**src/inc/uart_irq_pkg.sv**
```systemverilog
// constants for the channel interrupt and line status logic
package uart_irq_pkg;
   // register indices; the byte address is four times the index
   localparam logic [3:0] IDX_HOLDING = 4'h0;
   localparam logic [3:0] IDX_ENABLE = 4'h1;
   localparam logic [3:0] IDX_STATUS = 4'h2;
   localparam logic [3:0] IDX_MODEM_CTRL = 4'h4;
   localparam logic [3:0] IDX_LINE_STATUS = 4'h5;
   localparam logic [3:0] IDX_MODEM_STATUS = 4'h6;
   localparam logic [3:0] IDX_FEATURE_CTRL = 4'h8;
   localparam logic [3:0] IDX_ENHANCED = 4'h9;
   // interrupt enable bit positions
   localparam int ENA_RX = 0;
   localparam int ENA_TX = 1;
   localparam int ENA_LINE = 2;
   localparam int ENA_MODEM = 3;
   localparam int ENA_XOFF = 5;
   localparam int ENA_RTS = 6;
   localparam int ENA_CTS = 7;
   // control bit positions
   localparam int EFR_ENHANCE = 4;
   localparam int EFR_AUTO_RTS = 6;
   localparam int EFR_AUTO_CTS = 7;
   localparam int FEATURE_CONTROL_REG_AUTO485 = 5;
   localparam int MCR_FLOW_SEL = 2;
   localparam int FCR_FIFO_EN = 0;
   // status source codes, bits 5:0
   localparam logic [5:0] CODE_LINE = 6'h06;
   localparam logic [5:0] CODE_RX = 6'h04;
   localparam logic [5:0] CODE_TIMEOUT = 6'h0C;
   localparam logic [5:0] CODE_TX = 6'h02;
   localparam logic [5:0] CODE_MODEM = 6'h00;
   localparam logic [5:0] CODE_FLOWCHAR = 6'h10;
   localparam logic [5:0] CODE_FLOWPIN = 6'h20;
   localparam logic [5:0] CODE_NONE = 6'h01;
   // reset values
   localparam logic [7:0] ENABLE_RST = 8'h00;
   localparam logic [7:0] CTRL_RST = 8'h00;
   localparam logic [31:0] RDATA_RST = 32'h00000000;
   // receive time-out: four characters plus twelve bit times
   localparam int TIMEOUT_CHARS = 4;
   localparam int TIMEOUT_EXTRA_BITS = 12;
endpackage

```
**src/uart_channel_irq.sv**
```systemverilog
// channel interrupt enable, prioritised status and line status logic
// Notes on behaviour
// - enable bits mask rx, tx, line and modem sources from being pending
// - rx interrupt: data held in non-fifo mode, trigger reached in fifo mode
// - fifo mode rx status and interrupt drop when level falls below trigger
// - line status bit 0 shows receive data present, clears when empty
// - fifo on with enables 3:0 clear gives polled operation via line status
// - bit 1 overrun, bits 4:2 top byte error, bit 7 any fifo error
// - bit 5 holding or fifo empty, bit 6 fifo and shift register empty
// - enable 7 with enhance bit: interrupt on clear-to-send low to high
// - enable 6 with enhance bit: interrupt on request-to-send low to high
// - enable 5 writable only with enhance bit; enable 4 reserved
// - modem interrupt when any delta bit sets and enable 3 set
// - line interrupt on faulty char, again when it reaches fifo top
// - per-char error bits show only the top byte; fifo error otherwise
// - tx interrupt on empty; fifo mode below trigger and again on empty
// - auto half-duplex delays second tx interrupt until shifter empty
// - status read returns highest pending source, others wait
// - receive time-out after four characters plus twelve bit times
// - flow pin edges only with auto flow enables; select picks pin pair
// - line clear on line read, rx below trigger, time-out on data read
// - tx clear on status read or data write; modem and pins on modem read
// - xon/xoff clear on status read; special also on next character
// - status code encoding by priority, 000001 means none
// - status bits 7:6 both follow fifo enable
// - status bit 0 low while pending, high when none, high at reset
//
// Decided for this implementation: the register offsets and the APB register port.
module uart_channel_irq
   import uart_irq_pkg::*;
#(
   parameter int CHAR_BITS = 10,
   parameter int TMR_W = 8
) (
   input wire logic pclk,
   input wire logic presetn,
   input wire logic psel,
   input wire logic penable,
   input wire logic pwrite,
   input wire logic [7:0] paddr,
   input wire logic [31:0] pwdata,
   output logic [31:0] prdata,
   output logic pready,
   output logic pslverr,
   input wire logic [7:0] rx_data,
   input wire logic rx_has_data,
   input wire logic rx_at_trigger,
   input wire logic rx_char_done,
   input wire logic rx_char_error,
   input wire logic rx_top_advance,
   input wire logic [2:0] rx_top_error,
   input wire logic rx_overrun,
   input wire logic rx_fifo_error,
   input wire logic tx_holding_empty,
   input wire logic tx_below_trigger,
   input wire logic tx_shift_empty,
   input wire logic bit_tick,
   input wire logic xon_detected,
   input wire logic xoff_detected,
   input wire logic special_detected,
   input wire logic rts_level,
   input wire logic dtr_level,
   input wire logic cts_pin_n,
   input wire logic dsr_pin_n,
   input wire logic ri_pin_n,
   input wire logic cd_pin_n,
   output logic irq,
   output logic rx_pop,
   output logic tx_push,
   output logic [7:0] tx_data,
   output logic fifo_enable,
   output logic [7:0] modem_control,
   output logic [7:0] enhanced_feature,
   output logic [7:0] feature_control
);
   localparam int TIMEOUT_BITS = TIMEOUT_CHARS * CHAR_BITS + TIMEOUT_EXTRA_BITS;
   localparam logic [TMR_W-1:0] TIMEOUT_END = TMR_W'(TIMEOUT_BITS - 1);

   logic [7:0] interrupt_enable_reg;
   logic [3:0] pins;
   logic [3:0] pins_prev;
   logic [3:0] modem_delta;
   logic [1:0] out_prev;
   logic [2:0] tx_prev;
   logic line_flag, overrun_flag, tx_flag, timeout_flag;
   logic flowchar_flag, special_flag, flowpin_flag;
   logic line_seen, pin_seen;
   logic [TMR_W-1:0] timer;
   logic setup, rd_done, wr_done, mapped;
   logic [3:0] idx;
   logic [5:0] code;
   logic [7:0] interrupt_status_reg, line_status_reg, modem_status_reg;
   logic [7:0] pend;
   logic line_set, tx_set, pin_set, timer_end;
   logic [3:0] pin_change;

   // pins from outside: order cts, dsr, ri, cd
   pin_sync #(.WIDTH(4)) u_sync (
      .pclk(pclk),
      .presetn(presetn),
      .pin_in({cd_pin_n, ri_pin_n, dsr_pin_n, cts_pin_n}),
      .pin_sync_out(pins)
   );

   // bus phases
   assign setup = psel & ~penable;
   assign rd_done = psel & penable & pready & ~pwrite;
   assign wr_done = psel & penable & pready & pwrite;
   assign idx = paddr[5:2];
   assign mapped = (paddr[7:6] == 2'b00) &&
      (idx inside {IDX_HOLDING, IDX_ENABLE, IDX_STATUS, IDX_MODEM_CTRL,
                   IDX_LINE_STATUS, IDX_MODEM_STATUS, IDX_FEATURE_CTRL, IDX_ENHANCED});

   // pending sources; rx, time-out, tx, line and modem gated by their enables here, flow flags gated when set
   always_comb
   begin
      pend = 8'h00;
      pend[0] = interrupt_enable_reg[ENA_LINE] & line_flag;
      pend[1] = interrupt_enable_reg[ENA_RX] &
         (fifo_enable ? rx_at_trigger : rx_has_data);
      pend[2] = interrupt_enable_reg[ENA_RX] & timeout_flag;
      pend[3] = interrupt_enable_reg[ENA_TX] & tx_flag;
      pend[4] = interrupt_enable_reg[ENA_MODEM] & (|modem_delta);
      pend[5] = flowchar_flag;
      pend[6] = flowpin_flag;
   end

   // highest priority source wins; lower ones stay queued
   always_comb
   begin
      if (pend[0]) code = CODE_LINE;
      else if (pend[1]) code = CODE_RX;
      else if (pend[2]) code = CODE_TIMEOUT;
      else if (pend[3]) code = CODE_TX;
      else if (pend[4]) code = CODE_MODEM;
      else if (pend[5]) code = CODE_FLOWCHAR;
      else if (pend[6]) code = CODE_FLOWPIN;
      else code = CODE_NONE;
   end

   // read views
   assign interrupt_status_reg = {{2{fifo_enable}}, code};
   assign line_status_reg = {rx_fifo_error, tx_holding_empty & tx_shift_empty, tx_holding_empty,
      rx_top_error, overrun_flag, rx_has_data};
   assign modem_status_reg = {~pins[3], ~pins[2], ~pins[1], ~pins[0], modem_delta};

   // read data and error flag are latched in the setup cycle
   always_ff @(posedge pclk or negedge presetn)
   begin
      if (!presetn)
      begin
         prdata <= RDATA_RST;
         pslverr <= 1'b0;
         line_seen <= 1'b0;
         pin_seen <= 1'b0;
      end
      else if (setup)
      begin
         pslverr <= ~mapped;
         line_seen <= line_flag;
         pin_seen <= flowpin_flag;
         prdata <= RDATA_RST;
         if (mapped && !pwrite)
         begin
            unique case (idx)
               IDX_HOLDING: prdata[7:0] <= rx_data;
               IDX_ENABLE: prdata[7:0] <= interrupt_enable_reg;
               IDX_STATUS: prdata[7:0] <= interrupt_status_reg;
               IDX_MODEM_CTRL: prdata[7:0] <= modem_control;
               IDX_LINE_STATUS: prdata[7:0] <= line_status_reg;
               IDX_MODEM_STATUS: prdata[7:0] <= modem_status_reg;
               IDX_FEATURE_CTRL: prdata[7:0] <= feature_control;
               IDX_ENHANCED: prdata[7:0] <= enhanced_feature;
               default: prdata[7:0] <= 8'h00;
            endcase
         end
      end
   end

   // no wait state: ready rises in the first access cycle
   always_ff @(posedge pclk or negedge presetn)
   begin
      if (!presetn)
         pready <= 1'b0;
      else
         pready <= setup;
   end

   // software-written control registers
   always_ff @(posedge pclk or negedge presetn)
   begin
      if (!presetn)
      begin
         interrupt_enable_reg <= ENABLE_RST;
         fifo_enable <= 1'b0;
         modem_control <= CTRL_RST;
         enhanced_feature <= CTRL_RST;
         feature_control <= CTRL_RST;
      end
      else if (wr_done && !pslverr)
      begin
         unique case (idx)
            IDX_ENABLE:
            begin
               // upper enables only move while the enhance bit is set
               if (enhanced_feature[EFR_ENHANCE])
                  interrupt_enable_reg[7:5] <= pwdata[7:5];
               interrupt_enable_reg[4] <= 1'b0;
               interrupt_enable_reg[3:0] <= pwdata[3:0];
            end
            IDX_STATUS: fifo_enable <= pwdata[FCR_FIFO_EN];
            IDX_MODEM_CTRL: modem_control <= pwdata[7:0];
            IDX_FEATURE_CTRL: feature_control <= pwdata[7:0];
            IDX_ENHANCED: enhanced_feature <= pwdata[7:0];
            default: ;
         endcase
      end
   end

   // datapath strobes for holding register access
   always_ff @(posedge pclk or negedge presetn)
   begin
      if (!presetn)
      begin
         rx_pop <= 1'b0;
         tx_push <= 1'b0;
         tx_data <= 8'h00;
      end
      else
      begin
         rx_pop <= rd_done && idx == IDX_HOLDING && !pslverr;
         tx_push <= wr_done && idx == IDX_HOLDING && !pslverr;
         if (wr_done && idx == IDX_HOLDING && !pslverr)
            tx_data <= pwdata[7:0];
      end
   end

   // line status interrupt: immediate, and again when the bad byte is on top
   assign line_set = (rx_char_done & rx_char_error) | rx_overrun |
      (rx_top_advance & (|rx_top_error));
   always_ff @(posedge pclk or negedge presetn)
   begin
      if (!presetn)
      begin
         line_flag <= 1'b0;
         overrun_flag <= 1'b0;
      end
      else
      begin
         // only what the read saw is cleared, so a late event survives
         line_flag <= line_set |
            (line_flag & ~(rd_done && idx == IDX_LINE_STATUS && line_seen));
         overrun_flag <= rx_overrun |
            (overrun_flag & ~(rd_done && idx == IDX_LINE_STATUS && prdata[1]));
      end
   end

   // tx ready on empty; fifo mode also below trigger, rs485 waits for shifter
   always_comb
   begin
      if (!fifo_enable)
         tx_set = tx_holding_empty & ~tx_prev[0];
      else if (feature_control[FEATURE_CONTROL_REG_AUTO485])
         tx_set = (tx_below_trigger & ~tx_prev[1]) |
            (tx_holding_empty & tx_shift_empty & ~tx_prev[2]);
      else
         tx_set = (tx_below_trigger & ~tx_prev[1]) |
            (tx_holding_empty & ~tx_prev[0]);
   end
   always_ff @(posedge pclk or negedge presetn)
   begin
      if (!presetn)
      begin
         tx_prev <= 3'b111;
         tx_flag <= 1'b0;
      end
      else
      begin
         tx_prev <= {tx_holding_empty & tx_shift_empty, tx_below_trigger, tx_holding_empty};
         tx_flag <= tx_set | (tx_flag & ~((rd_done && idx == IDX_STATUS && prdata[5:0] == CODE_TX) ||
            (wr_done && idx == IDX_HOLDING)));
      end
   end

   // receive time-out counts bit times while data waits unread
   assign timer_end = bit_tick && timer == TIMEOUT_END;
   always_ff @(posedge pclk or negedge presetn)
   begin
      if (!presetn)
      begin
         timer <= '0;
         timeout_flag <= 1'b0;
      end
      else
      begin
         if (rx_char_done || rx_pop || !rx_has_data || !fifo_enable || timer_end)
            timer <= '0;
         else if (bit_tick)
            timer <= timer + 1'b1;
         timeout_flag <= (timer_end & fifo_enable) | (timeout_flag & ~rx_pop);
      end
   end

   // modem deltas: any change on cts, dsr, cd; ring on its trailing edge
   assign pin_change = {pins[3] ^ pins_prev[3], pins[2] & ~pins_prev[2],
      pins[1] ^ pins_prev[1], pins[0] ^ pins_prev[0]};
   always_ff @(posedge pclk or negedge presetn)
   begin
      if (!presetn)
      begin
         pins_prev <= 4'hF;
         modem_delta <= 4'h0;
      end
      else
      begin
         pins_prev <= pins;
         modem_delta <= pin_change |
            (modem_delta & ~((rd_done && idx == IDX_MODEM_STATUS) ? prdata[3:0] : 4'h0));
      end
   end

   // flow pin edges, gated by enables and auto flow, pair chosen by select
   assign pin_set = enhanced_feature[EFR_ENHANCE] &
      ((interrupt_enable_reg[ENA_CTS] & enhanced_feature[EFR_AUTO_CTS] &
        (modem_control[MCR_FLOW_SEL] ? (pins[1] & ~pins_prev[1]) : (pins[0] & ~pins_prev[0]))) |
       (interrupt_enable_reg[ENA_RTS] & enhanced_feature[EFR_AUTO_RTS] &
        (modem_control[MCR_FLOW_SEL] ? (dtr_level & ~out_prev[1]) : (rts_level & ~out_prev[0]))));
   always_ff @(posedge pclk or negedge presetn)
   begin
      if (!presetn)
      begin
         out_prev <= 2'b11;
         flowpin_flag <= 1'b0;
      end
      else
      begin
         out_prev <= {dtr_level, rts_level};
         flowpin_flag <= pin_set |
            (flowpin_flag & ~(rd_done && idx == IDX_MODEM_STATUS && pin_seen));
      end
   end

   // xon, xoff and special character
   always_ff @(posedge pclk or negedge presetn)
   begin
      if (!presetn)
      begin
         flowchar_flag <= 1'b0;
         special_flag <= 1'b0;
      end
      else
      begin
         if ((xon_detected | xoff_detected | special_detected) && interrupt_enable_reg[ENA_XOFF])
         begin
            flowchar_flag <= 1'b1;
            special_flag <= special_detected;
         end
         else if ((rd_done && idx == IDX_STATUS && prdata[5:0] == CODE_FLOWCHAR) ||
                  (special_flag && rx_char_done))
         begin
            flowchar_flag <= 1'b0;
            special_flag <= 1'b0;
         end
      end
   end

   // interrupt output follows the pending set
   always_ff @(posedge pclk or negedge presetn)
   begin
      if (!presetn)
         irq <= 1'b0;
      else
         irq <= |pend;
   end

   // checks
   mask_line_a: assert property (@(posedge pclk) disable iff (!presetn)
      !interrupt_enable_reg[ENA_LINE] |-> code != CODE_LINE)
      else $error("masked line source reported");
   rx_level_a: assert property (@(posedge pclk) disable iff (!presetn)
      interrupt_enable_reg[ENA_RX] && fifo_enable && rx_at_trigger && !pend[0] |-> code == CODE_RX)
      else $error("rx trigger not reported");
   trig_drop_a: assert property (@(posedge pclk) disable iff (!presetn)
      fifo_enable && !rx_at_trigger |-> code != CODE_RX)
      else $error("rx status held below trigger");
   line_clear_a: assert property (@(posedge pclk) disable iff (!presetn)
      rd_done && idx == IDX_LINE_STATUS && line_seen && !line_set |=> !line_flag)
      else $error("line flag survived its read");
   fifo_bits_a: assert property (@(posedge pclk) disable iff (!presetn)
      setup && !pwrite && idx == IDX_STATUS && mapped |=> prdata[7:6] == {2{$past(fifo_enable)}})
      else $error("status fifo bits wrong");
   irq_follow_a: assert property (@(posedge pclk) disable iff (!presetn)
      ##1 irq == $past(|pend))
      else $error("irq does not follow pending");
   none_code_a: assert property (@(posedge pclk) disable iff (!presetn)
      (pend == 8'h00) == (code == CODE_NONE))
      else $error("none code mismatch");
   timeout_a: assert property (@(posedge pclk) disable iff (!presetn)
      timer_end && fifo_enable |=> timeout_flag)
      else $error("time-out not raised");
   upper_en_a: assert property (@(posedge pclk) disable iff (!presetn)
      wr_done && idx == IDX_ENABLE && !enhanced_feature[EFR_ENHANCE] |=> $stable(interrupt_enable_reg[7:5]))
      else $error("upper enables moved without enhance");
   cts_edge_a: assert property (@(posedge pclk) disable iff (!presetn)
      pin_set |=> flowpin_flag)
      else $error("flow pin edge lost");
   bus_ready_a: assert property (@(posedge pclk) disable iff (!presetn)
      setup |=> pready ##1 !pready)
      else $error("ready not one cycle after setup");
   cov_line_c: cover property (@(posedge pclk) disable iff (!presetn) line_set ##[1:20] code == CODE_LINE);
   cov_tx_c: cover property (@(posedge pclk) disable iff (!presetn) tx_set && fifo_enable);
   cov_timeout_c: cover property (@(posedge pclk) disable iff (!presetn) timeout_flag ##1 rx_pop);
   cov_pin_c: cover property (@(posedge pclk) disable iff (!presetn) flowpin_flag && irq);
endmodule

```
**src/pin_sync.sv**
```systemverilog
// two-stage synchroniser for a group of asynchronous pins
module pin_sync #(
   parameter int WIDTH = 4
) (
   input wire logic pclk,
   input wire logic presetn,
   input wire logic [WIDTH-1:0] pin_in,
   output logic [WIDTH-1:0] pin_sync_out
);
   genvar i;
   // one synchroniser per pin; stage one feeds stage two only
   generate
      for (i = 0; i < WIDTH; i++)
      begin : g_sync
         logic stage_one;
         always_ff @(posedge pclk or negedge presetn)
         begin
            if (!presetn)
            begin
               stage_one <= 1'b1;
               pin_sync_out[i] <= 1'b1;
            end
            else
            begin
               stage_one <= pin_in[i];
               pin_sync_out[i] <= stage_one;
            end
         end
      end
   endgenerate
endmodule

```
**config.mk**
```make
export PLATFORM = sky130hd
export DESIGN_NAME = uart_channel_irq
export DESIGN_NICKNAME = d
export VERILOG_FILES = /design/src/inc/uart_irq_pkg.sv /design/src/uart_channel_irq.sv /design/src/pin_sync.sv
export SDC_FILE = /design/constraint.sdc
export NUM_CORES = 1
export LEC_CHECK = 0
export BUFFER_PORTS_ARGS = -buffer_cell sky130_fd_sc_hd__clkbuf_2
export CORE_ASPECT_RATIO = 0.6
export CORE_MARGIN = 4
export CORE_UTILIZATION = 50
export CTS_CLUSTER_SIZE = 40
export DETAILED_ROUTE_END_ITERATION = 8
export PLACE_DENSITY = 0.87
export SETUP_SLACK_MARGIN = 0.1
export SLEW_MARGIN = 20
export SYNTH_ARGS = -nofsm -noshare
export SYNTH_HDL_FRONTEND = slang
export SYNTH_SLANG_ARGS = --single-unit
```
**constraint.sdc**
```tcl
create_clock -name pclk -period 4.17 [get_ports pclk]
set_input_delay 0.6255 -clock pclk [delete_from_list [all_inputs] [get_ports pclk]]
set_output_delay 0.6255 -clock pclk [all_outputs]
set_load 0.05 [all_outputs]
```
# Word level (Yosys, flattened, before mapping)
# Cells that the tools add are included.
[totals] reg_bits=91 output_inout_bits=70
[classes] eq_ne=10 addsub=1 reduce_logical=42 n_mux=20 bitwise_logic=70
[ops] operator="$pmux W8 S8" n=1
[ops] operator="$mux W6" n=7
[ops] operator="$and A1 B1 Y1" n=32
[ops] operator="$mux W8" n=3
[ops] operator="$not A1 Y1" n=20
[ops] operator="$logic_and A1 B1 Y1" n=18
[ops] operator="$eq A4 B3 Y1 const B" n=3
[ops] operator="$or A1 B1 Y1" n=12
[ops] operator="$reduce_and A2 Y1" n=5
[ops] operator="$add A8 B1 Y8 const B" n=1
[ops] operator="$eq A4 B4 Y1 const B" n=2
[ops] operator="$eq A8 B6 Y1 const B" n=1
[ops] operator="$mux W1" n=8
[ops] operator="$reduce_bool A8 Y1" n=1
[ops] operator="$reduce_or A7 Y1" n=1
[ops] operator="$eq A6 B2 Y1 const B" n=1
[ops] operator="$eq A6 B5 Y1 const B" n=1
[ops] operator="$logic_or A1 B1 Y1" n=6
[ops] operator="$and A4 B4 Y4" n=1
[ops] operator="$eq A4 B1 Y1 const B" n=1
[ops] operator="$eq A4 B2 Y1 const B" n=1
[ops] operator="$logic_not A1 Y1" n=4
[ops] operator="$logic_not A4 Y1" n=1
[ops] operator="$mux W4" n=1
[ops] operator="other kinds (8)" n=11

# Longest topological paths before layout
# Gate-level depths: netlist of the first run.
[depth] word_depth=9 depth_mapped=6 depth_no_buf=5

# Modules after synthesis
# A second synthesis of the first run with hierarchy kept.
[unflattened] cells_unflattened=400 area_unflattened_um2=4413.0
[modules_own_cells] mod="uart_channel_irq" cells_each=392 area_per_inst_um2=4202.8 instances=1 seq_area_each_um2=2088.3
[modules_own_cells] mod="pin_sync" cells_each=8 area_per_inst_um2=210.2 instances=1 seq_area_each_um2=210.2

# Worst setup path after synthesis of the first run
# OpenSTA, ideal clock, no wires.
[synth_timing] kind="reg-to-reg" startpoint="register pready" endpoint="register feature_control[0]" required_time_ns=4.045 t_arrival_ns=2.039 path_buffers=1 path_stages_with_launch=6 path_slack_ns=2.006 setup_ns=0.125 cell_sequence="dfrtp_1 -> nand4_1 -> or2_1 -> buf_6 -> nor4_4 -> mux2_2"
[synth_via] elab_chain_len=4
[synth_rtl] element="start: declaration" line_no="uart_channel_irq.sv:43" source="output logic pready,"
[synth_rtl] element="start signal: assignment" line_no="uart_channel_irq.sv:186" source="pready <= setup;"
[synth_rtl] element="$and A1 B1 Y1 (2 in a row)" line_no="uart_channel_irq.sv:108" source="assign wr_done = psel & penable & pready & pwrite;"
[synth_rtl] element="$logic_and A1 B1 Y1" line_no="uart_channel_irq.sv:200" source="else if (wr_done && !pslverr)"
[synth_rtl] element="$reduce_and A2 Y1 (no line)"
[synth_rtl] element="end signal: assignment" line_no="uart_channel_irq.sv:213" source="IDX_FEATURE_CTRL: feature_control <= pwdata[7:0];"
[synth_rtl] element="end: declaration" line_no="uart_channel_irq.sv:74" source="output logic [7:0] feature_control"
# No other way between the ends.
# A chain may end at the register's enable or synchronous reset.

# Worst setup path in the final report of the first run
[layout_timing] startpoint="input paddr[2]" endpoint="register interrupt_enable_reg[5]"
[layout_via] elab_chain_len=2
[layout_rtl] element="start: declaration" line_no="uart_channel_irq.sv:40" source="input wire logic [7:0] paddr,"
[layout_rtl] element="$eq A4 B1 Y1" line_no="uart_channel_irq.sv:202" source="unique case (idx)"
[layout_rtl] element="$reduce_and A3 Y1 (no line)"
[layout_rtl] element="end signal: assignment" line_no="uart_channel_irq.sv:207" source="interrupt_enable_reg[7:5] <= pwdata[7:5];"
[layout_rtl] element="end: declaration" line_no="uart_channel_irq.sv:79" source="logic [7:0] interrupt_enable_reg;"
# No other way between the ends.

==> results of run 1 <==
-- final cells by class --
cell class              instances  area share (%)
clock inverters                 6           0.927
repair buffers                 96            9.22
inverters                      10           0.713
clock buffers                  10            4.54
multi-input cells             267            38.3
flip-flops and latches         91            43.6
well taps                     112            2.66
-- worst max-delay path: stages --
cell      delay, ns
clkbuf_2       0.63
nand2b_1       0.34
nor4_4         0.54
and2_1         0.29
mux2_2         0.36
-- power by group through the flow --
stage	clock network (W)	logic (W)	registers, W
final	0.000777	0.000252	0.000933
after floorplan	0	0.000138	0.000989
after CTS	0.000792	0.000251	0.000933
after global routing	0.000829	0.000269	0.000936
after global placement	0	0.000246	0.000947
after detailed placement	0	0.000250	0.000949
-- path summary, 6_finish.rpt --
kind | end | depth (start not counted) | startpoint | slack, ns
setup reg to reg | feature_control[5] | 4 | pready | 1.94
max in group asynchronous | pins_prev[3] | 2 | presetn | 2.89
hold reg to reg | u_sync.pin_sync_out[3] | 0 | u_sync.g_sync[3].stage_one | 0.36
setup / recovery | interrupt_enable_reg[5] | 5 | paddr[2] | 1.61
hold / removal | u_sync.g_sync[0].stage_one | 1 | cts_pin_n | 0.35
min in group asynchronous | timer[7] | 1 | presetn | 0.37
-- cells by family (layout without fill, tap and decap cells) --
kind of cell / count (synthesis) / in the layout / synth area share, %
AO/OA/AOI/OAI: 66 / 66 / 11.5
XOR/XNOR: 8 / 8 / 1.55
adder cells (fa/ha/maj): 3 / 3 / 0.829
buffers and inverters: 51 / 122 / 6.63
flip-flops: 91 / 91 / 50.7
multiplexers: 57 / 57 / 14.1
other: 1 / 24 / 0.0828
AND/OR/NAND/NOR: 109 / 109 / 14.6
-- metrics by stage --
step | cell area (um^2) | total power, W
floorplan | 4620 | 0.00113
global placement | 4980 | 0.00119
detailed placement | 4980 | 0.00120
CTS | 5270 | 0.00198
global route | 5270 | 0.00203
finish | 5270 | 0.00196
-- cells in the mapped netlist (7+ instances only) --
library cell   n  share of area (%)
dfrtp_1       74                 41
mux2_2        46                 11
buf_4         24                4.0
nand2_1       24                2.0
nor2_1        19                1.6
dfstp_2       17                9.9
clkbuf_1      10               0.83
inv_1         10               0.83
mux2i_1       10                2.2
a32oi_1        8                1.5
o21ai_0        8               0.88
nor2b_1        7               0.97
nor3_1         7               0.77
-- routing by layer --
layer	GRT usage (%)	wire length, um	vias to the layer above	share of wire, %
met5	0	0	-	0
met4	6.06	144	0	1.2
met3	7.41	1190	15	9.9
met2	35.2	5320	184	44
met1	33.7	5380	1731	45
li1	-	-	1557	-
==> results.txt, run 1 <==
Final setup viols - 0
Placer Congestion - 0.941
Arr. time, crit path - 2.79 ns
Clk pin slew, worst setup/hold paths - 0.07 ns
Mapped Cells - 386
Finished Layout Cells - 592
LEAKAGE - 2.52 nW
Worst-Margin Slew - 0.844 ns
Sequential share of power - 47.6%
Gr ovfl total - 0
DRT Pass-1 Iters - 6
CTS buffer count - 9
Status - finished, final reports clean
Fin. max-slew vios - 0
Initial antenna violation count - 0
Clk buf depth - 2
Average wire per standard cell - 20.3 um
Setup slack at placement - 1.29 ns
Required time worst endpoint - 4.40 ns
Internal - 0.00140 W
Fin nets - 554
FMAX - 390 MHz
TNS Setup - 0 ns
Hold WS - 0.352 ns
DR iter-0 viols - 319
Die area - 10700 um^2
Die X - 131 um
Root buffer cell - clkbuf_16
Sink Count - 91
Syn Area/Cell - 11.7 um^2
Layout area overhead - 16.3%
Yosys warning count - 0
Seq/Total Area, Yosys - 50.7%
Vias per cell - 5.89
Min Clock Period, post-route - 2.56 ns
VDD IR max - 236 uV
Die Ht - 81.7 um
Register area - 2300 um^2
Comb pwr share - 12.9%
Number of flops mapped to enable cells by yosys - 0
Clock skew - 0.00519 ns
Via count - 3487
Switching share of power - 28.6%
Post-CTS sizing - 0
Crit path kind - input pin to flip-flop
Fillers - 727
Slew Limit Headroom - 43.7%
Clock Latency Late Sink - 0.35 ns
Worst setup slack after layout - 1.61 ns
Most frequent cells in the layout - 94 x clkbuf_2, 74 x dfrtp_1, 46 x mux2_2, 24 x nand2_1, 24 x conb_1
Commonest non-fill, non-tap cell in the layout - clkbuf_2
Power per cell area - 373 nW/um^2
Postcts setup bufs - 0
Crit Path Max Fanout - 33
Global-route wire length before repair - 18.8 mm
Main flop type after synthesis - dfrtp_1
Setup crit start kind - input pin
# IOs - 146
NetSw - 0.000562 W
CTS tree - yes
Number of port buffers - 95
Antenna Nets Post-Route - 0
Detailed Route WL - 12.0 mm
H-tree Lvls - 3
Detailed-route DRC error count - 0
# rows - 26
Synthesized cell area - 4530 um^2
Initial Utilization - 52.3%
Max-cap violation count - 0
Fin util - 60.9%
Period utilisation layout - 61.5%
CTS Hold Bufs - 0
Post-synth cell types - 65
Gr usage total - 23.6%
RSZ-0062 raised after global routing - no
Share of cells above drive strength 1 - 40.8%
Number of global-route vias before repair - 3432
Synth Register Bits - 91
Largest net degree at the start of global routing - 69
Multi-input gate area - 2020 um^2
Hold Crit Class - input pin to flip-flop
Clk pwr share - 39.6%
Detail Placement HPWL - 9.12 mm
Setup crit end kind - flip-flop
Diodes inserted - 0
Ys async rst share - 100%
Cells after DPL - 576
Core area - 8650 um^2
Final Hold Fails - 0
Power figures use the tool's default switching activity.
==> run 2: changes to the inputs <==
clock period = 2.7 ns   (was 4.17 ns; I/O delays follow)
==> run 2 against run 1 <==
- via count fell by 0.80%
- utilization rose by 0.81 points
- register-to-register slack worse by 1.3 ns
- sequential power rose by 54%
- sequential share of layout area is 0.57 points lower
- power grew 53%
- first-iteration DRC count fell by 0.94%
- final cell count up 1.7%
- global-route usage is 0.52 points higher
- hold slack got worse by 0.29 ns
- clock power is 49% higher
- die area did not move
==> results.txt, run 2 (synthesized netlist as in run 1, its figures left out) <==
Postcts setup bufs - 0 (unchanged)
Crit Path Max Fanout - 8 (-76%)
Switching share of power - 28.7% (+0.13 points)
Gr ovfl total - 0 (unchanged)
Sequential share of power - 48.0% (+0.4 points)
Detailed-route DRC error count - 0 (unchanged)
CTS Hold Bufs - 0 (unchanged)
# IOs - 146 (unchanged)
Largest net degree at the start of global routing - 48 (-30%)
Clock skew - 0.00823 ns (+0.00304 ns)
RR Endpoint - enhanced_feature[6]
Number of global-route vias before repair - 3442 (+0.29%)
Detail Placement HPWL - 9.42 mm (+3.2%)
RSZ-0062 raised after global routing - no
Required time worst endpoint - 2.93 ns (-1.47 ns)
Global-route wire length before repair - 19.1 mm (+1.6%)
Fin nets - 564 (+1.8%)
Average wire per standard cell - 20.2 um (-0.69%)
Top cell family by delay on the critical path - simple AND/OR/NAND/NOR gates
Hold Crit Class - input pin to async pin
Commonest non-fill, non-tap cell in the layout - clkbuf_2
Diodes inserted - 0 (unchanged)
Antenna Nets Post-Route - 0 (unchanged)
Most frequent cells in the layout - 94 x clkbuf_2, 74 x dfrtp_1, 46 x mux2_2, 24 x nand2_1, 24 x conb_1
Initial Utilization - 52.3% (unchanged)
Clk pin slew, worst setup/hold paths - 0.06 ns (about the same)
DRT Pass-1 Iters - 5 (-1)
Multi-input gate area - 2020 um^2 (unchanged)
Setup crit start kind - flip-flop
H-tree Lvls - 3 (unchanged)
Post-CTS sizing - 0 (unchanged)
Worst-path cell chain - nand4_1 -> or2_1 -> nor3_4 -> mux2_2
Die Ht - 81.7 um (unchanged)
Layout area overhead - 17.8%
Internal - 0.00214 W (+53%)
Vias per cell - 5.75 (-2.5%)
CTS tree - yes
Detailed Route WL - 12.2 mm (+0.99%)
Fillers - 691 (-5.0%)
VDD IR max - 356 uV (+51%)
Final Hold Fails - 0 (unchanged)
Share of cells above drive strength 1 - 41.6% (+0.80 points)
Core area - 8650 um^2 (unchanged)
Clock Latency Late Sink - 0.35 ns (about the same)
R2R Setup Slk - 0.65 ns (-1.29 ns)
Die area - 10700 um^2 (unchanged)
Comb pwr share - 13.3% (+0.4 points)
R2r startpoint - pready
CTS buffer count - 9 (unchanged)
Setup crit end kind - flip-flop
Period utilisation layout - 76.0%
Reg2Reg Depth - 4 (unchanged)
Clk pwr share - 38.7% (-0.9 points)
Via count - 3459 (-0.80%)
Die X - 131 um (unchanged)
Crit path kind - flip-flop to flip-flop
Gr usage total - 24.2% (+0.52 points)
Final setup viols - 0 (unchanged)
Clk buf depth - 2 (unchanged)
CP Launch Point - pready
Placer Congestion - 0.991 (+5.3%)
DR iter-0 viols - 316 (-0.94%)
Power per cell area - 563 nW/um^2 (+51%)
Status - finished, final reports clean
Register area - 2300 um^2 (unchanged)
Max-cap violation count - 0 (unchanged)
LEAKAGE - 2.56 nW (+1.8%)
Sink Count - 91 (unchanged)
Fin. max-slew vios - 0 (unchanged)
Root buffer cell - clkbuf_16
Design Power - 0.00300 W (+53%)
Slew Limit Headroom - 53.6% (+9.8 points)
WP buf/inv - 0 (-1)
Min Clock Period, post-route - 2.05 ns
Arr. time, crit path - 2.28 ns (-0.51 ns)
Hold WS - 0.0577 ns (-0.295 ns)
NetSw - 0.000863 W (+54%)
# rows - 26 (unchanged)
CP peak stage delay - 0.49 ns (-0.14 ns)
TNS Setup - 0 ns (unchanged)
Initial antenna violation count - 0 (unchanged)
FMAX - 488 MHz
Worst-Margin Slew - 0.690 ns (-0.154 ns)
Max stage delay cell, worst path - nor3_4
Number of port buffers - 95 (unchanged)
## run 2: cell types whose count changed in the layout (fill, tap and decap cells not counted), sizes merged
cell,delta
buf,+10
inv,-1
clkbuf,+1
## run 2: power by group through the flow
stage	sequential, W	clock, W	combinational (W)
floorplan	0.00153	0	0.000213
global placement	0.00146	0	0.000388
detailed placement	0.00147	0	0.000396
CTS	0.00144	0.00118	0.000398
global route	0.00145	0.00126	0.000426
finish	0.00144	0.00116	0.000399
## run 2: final cells by class
cell class,count,share of cell area [%]
Clock buffer,11,4.36
Clock inverter,5,0.703
Inverter,10,0.703
Multi-Input combinational cell,267,37.8
Sequential cell,91,43.1
Tap cell,112,2.63
Timing Repair Buffer,106,10.7
## run 2: routing by layer
layer	part of all wire [%]	GRT usage (%)	routed length, um	vias to the layer above
met5	0	0	0	-
met3	8.4	8.25	1020	13
met1	48	36.0	5790	1722
li1	-	-	-	1565
met4	0.72	4.00	87	0
met2	43	34.7	5260	159
## run 2: how the worst max path moves through the flow
stage,end,slack (ns),cells after the start
detailed placement,special_flag,0.46,5
floorplan,feature_control[0],0.54,5
global placement,special_flag,0.51,5
finish,enhanced_feature[6],0.65,4
global route,enhanced_feature[6],0.55,4
CTS,enhanced_feature[6],0.65,4
## run 2: through the flow
| step | instance area (um^2) | setup slack, ns | util (%) | instances |
|---|---|---|---|---|
| final | 5340 | 0.649 | 61.7 | 602 |
| after global placement | 5070 | 0.508 | 58.5 | 586 |
| after CTS | 5340 | 0.654 | 61.7 | 602 |
| after floorplan | 4620 | 0.536 | - | 409 |
| after detailed placement | 5070 | 0.462 | 58.5 | 586 |
| after global routing | 5340 | 0.547 | 61.7 | 602 |
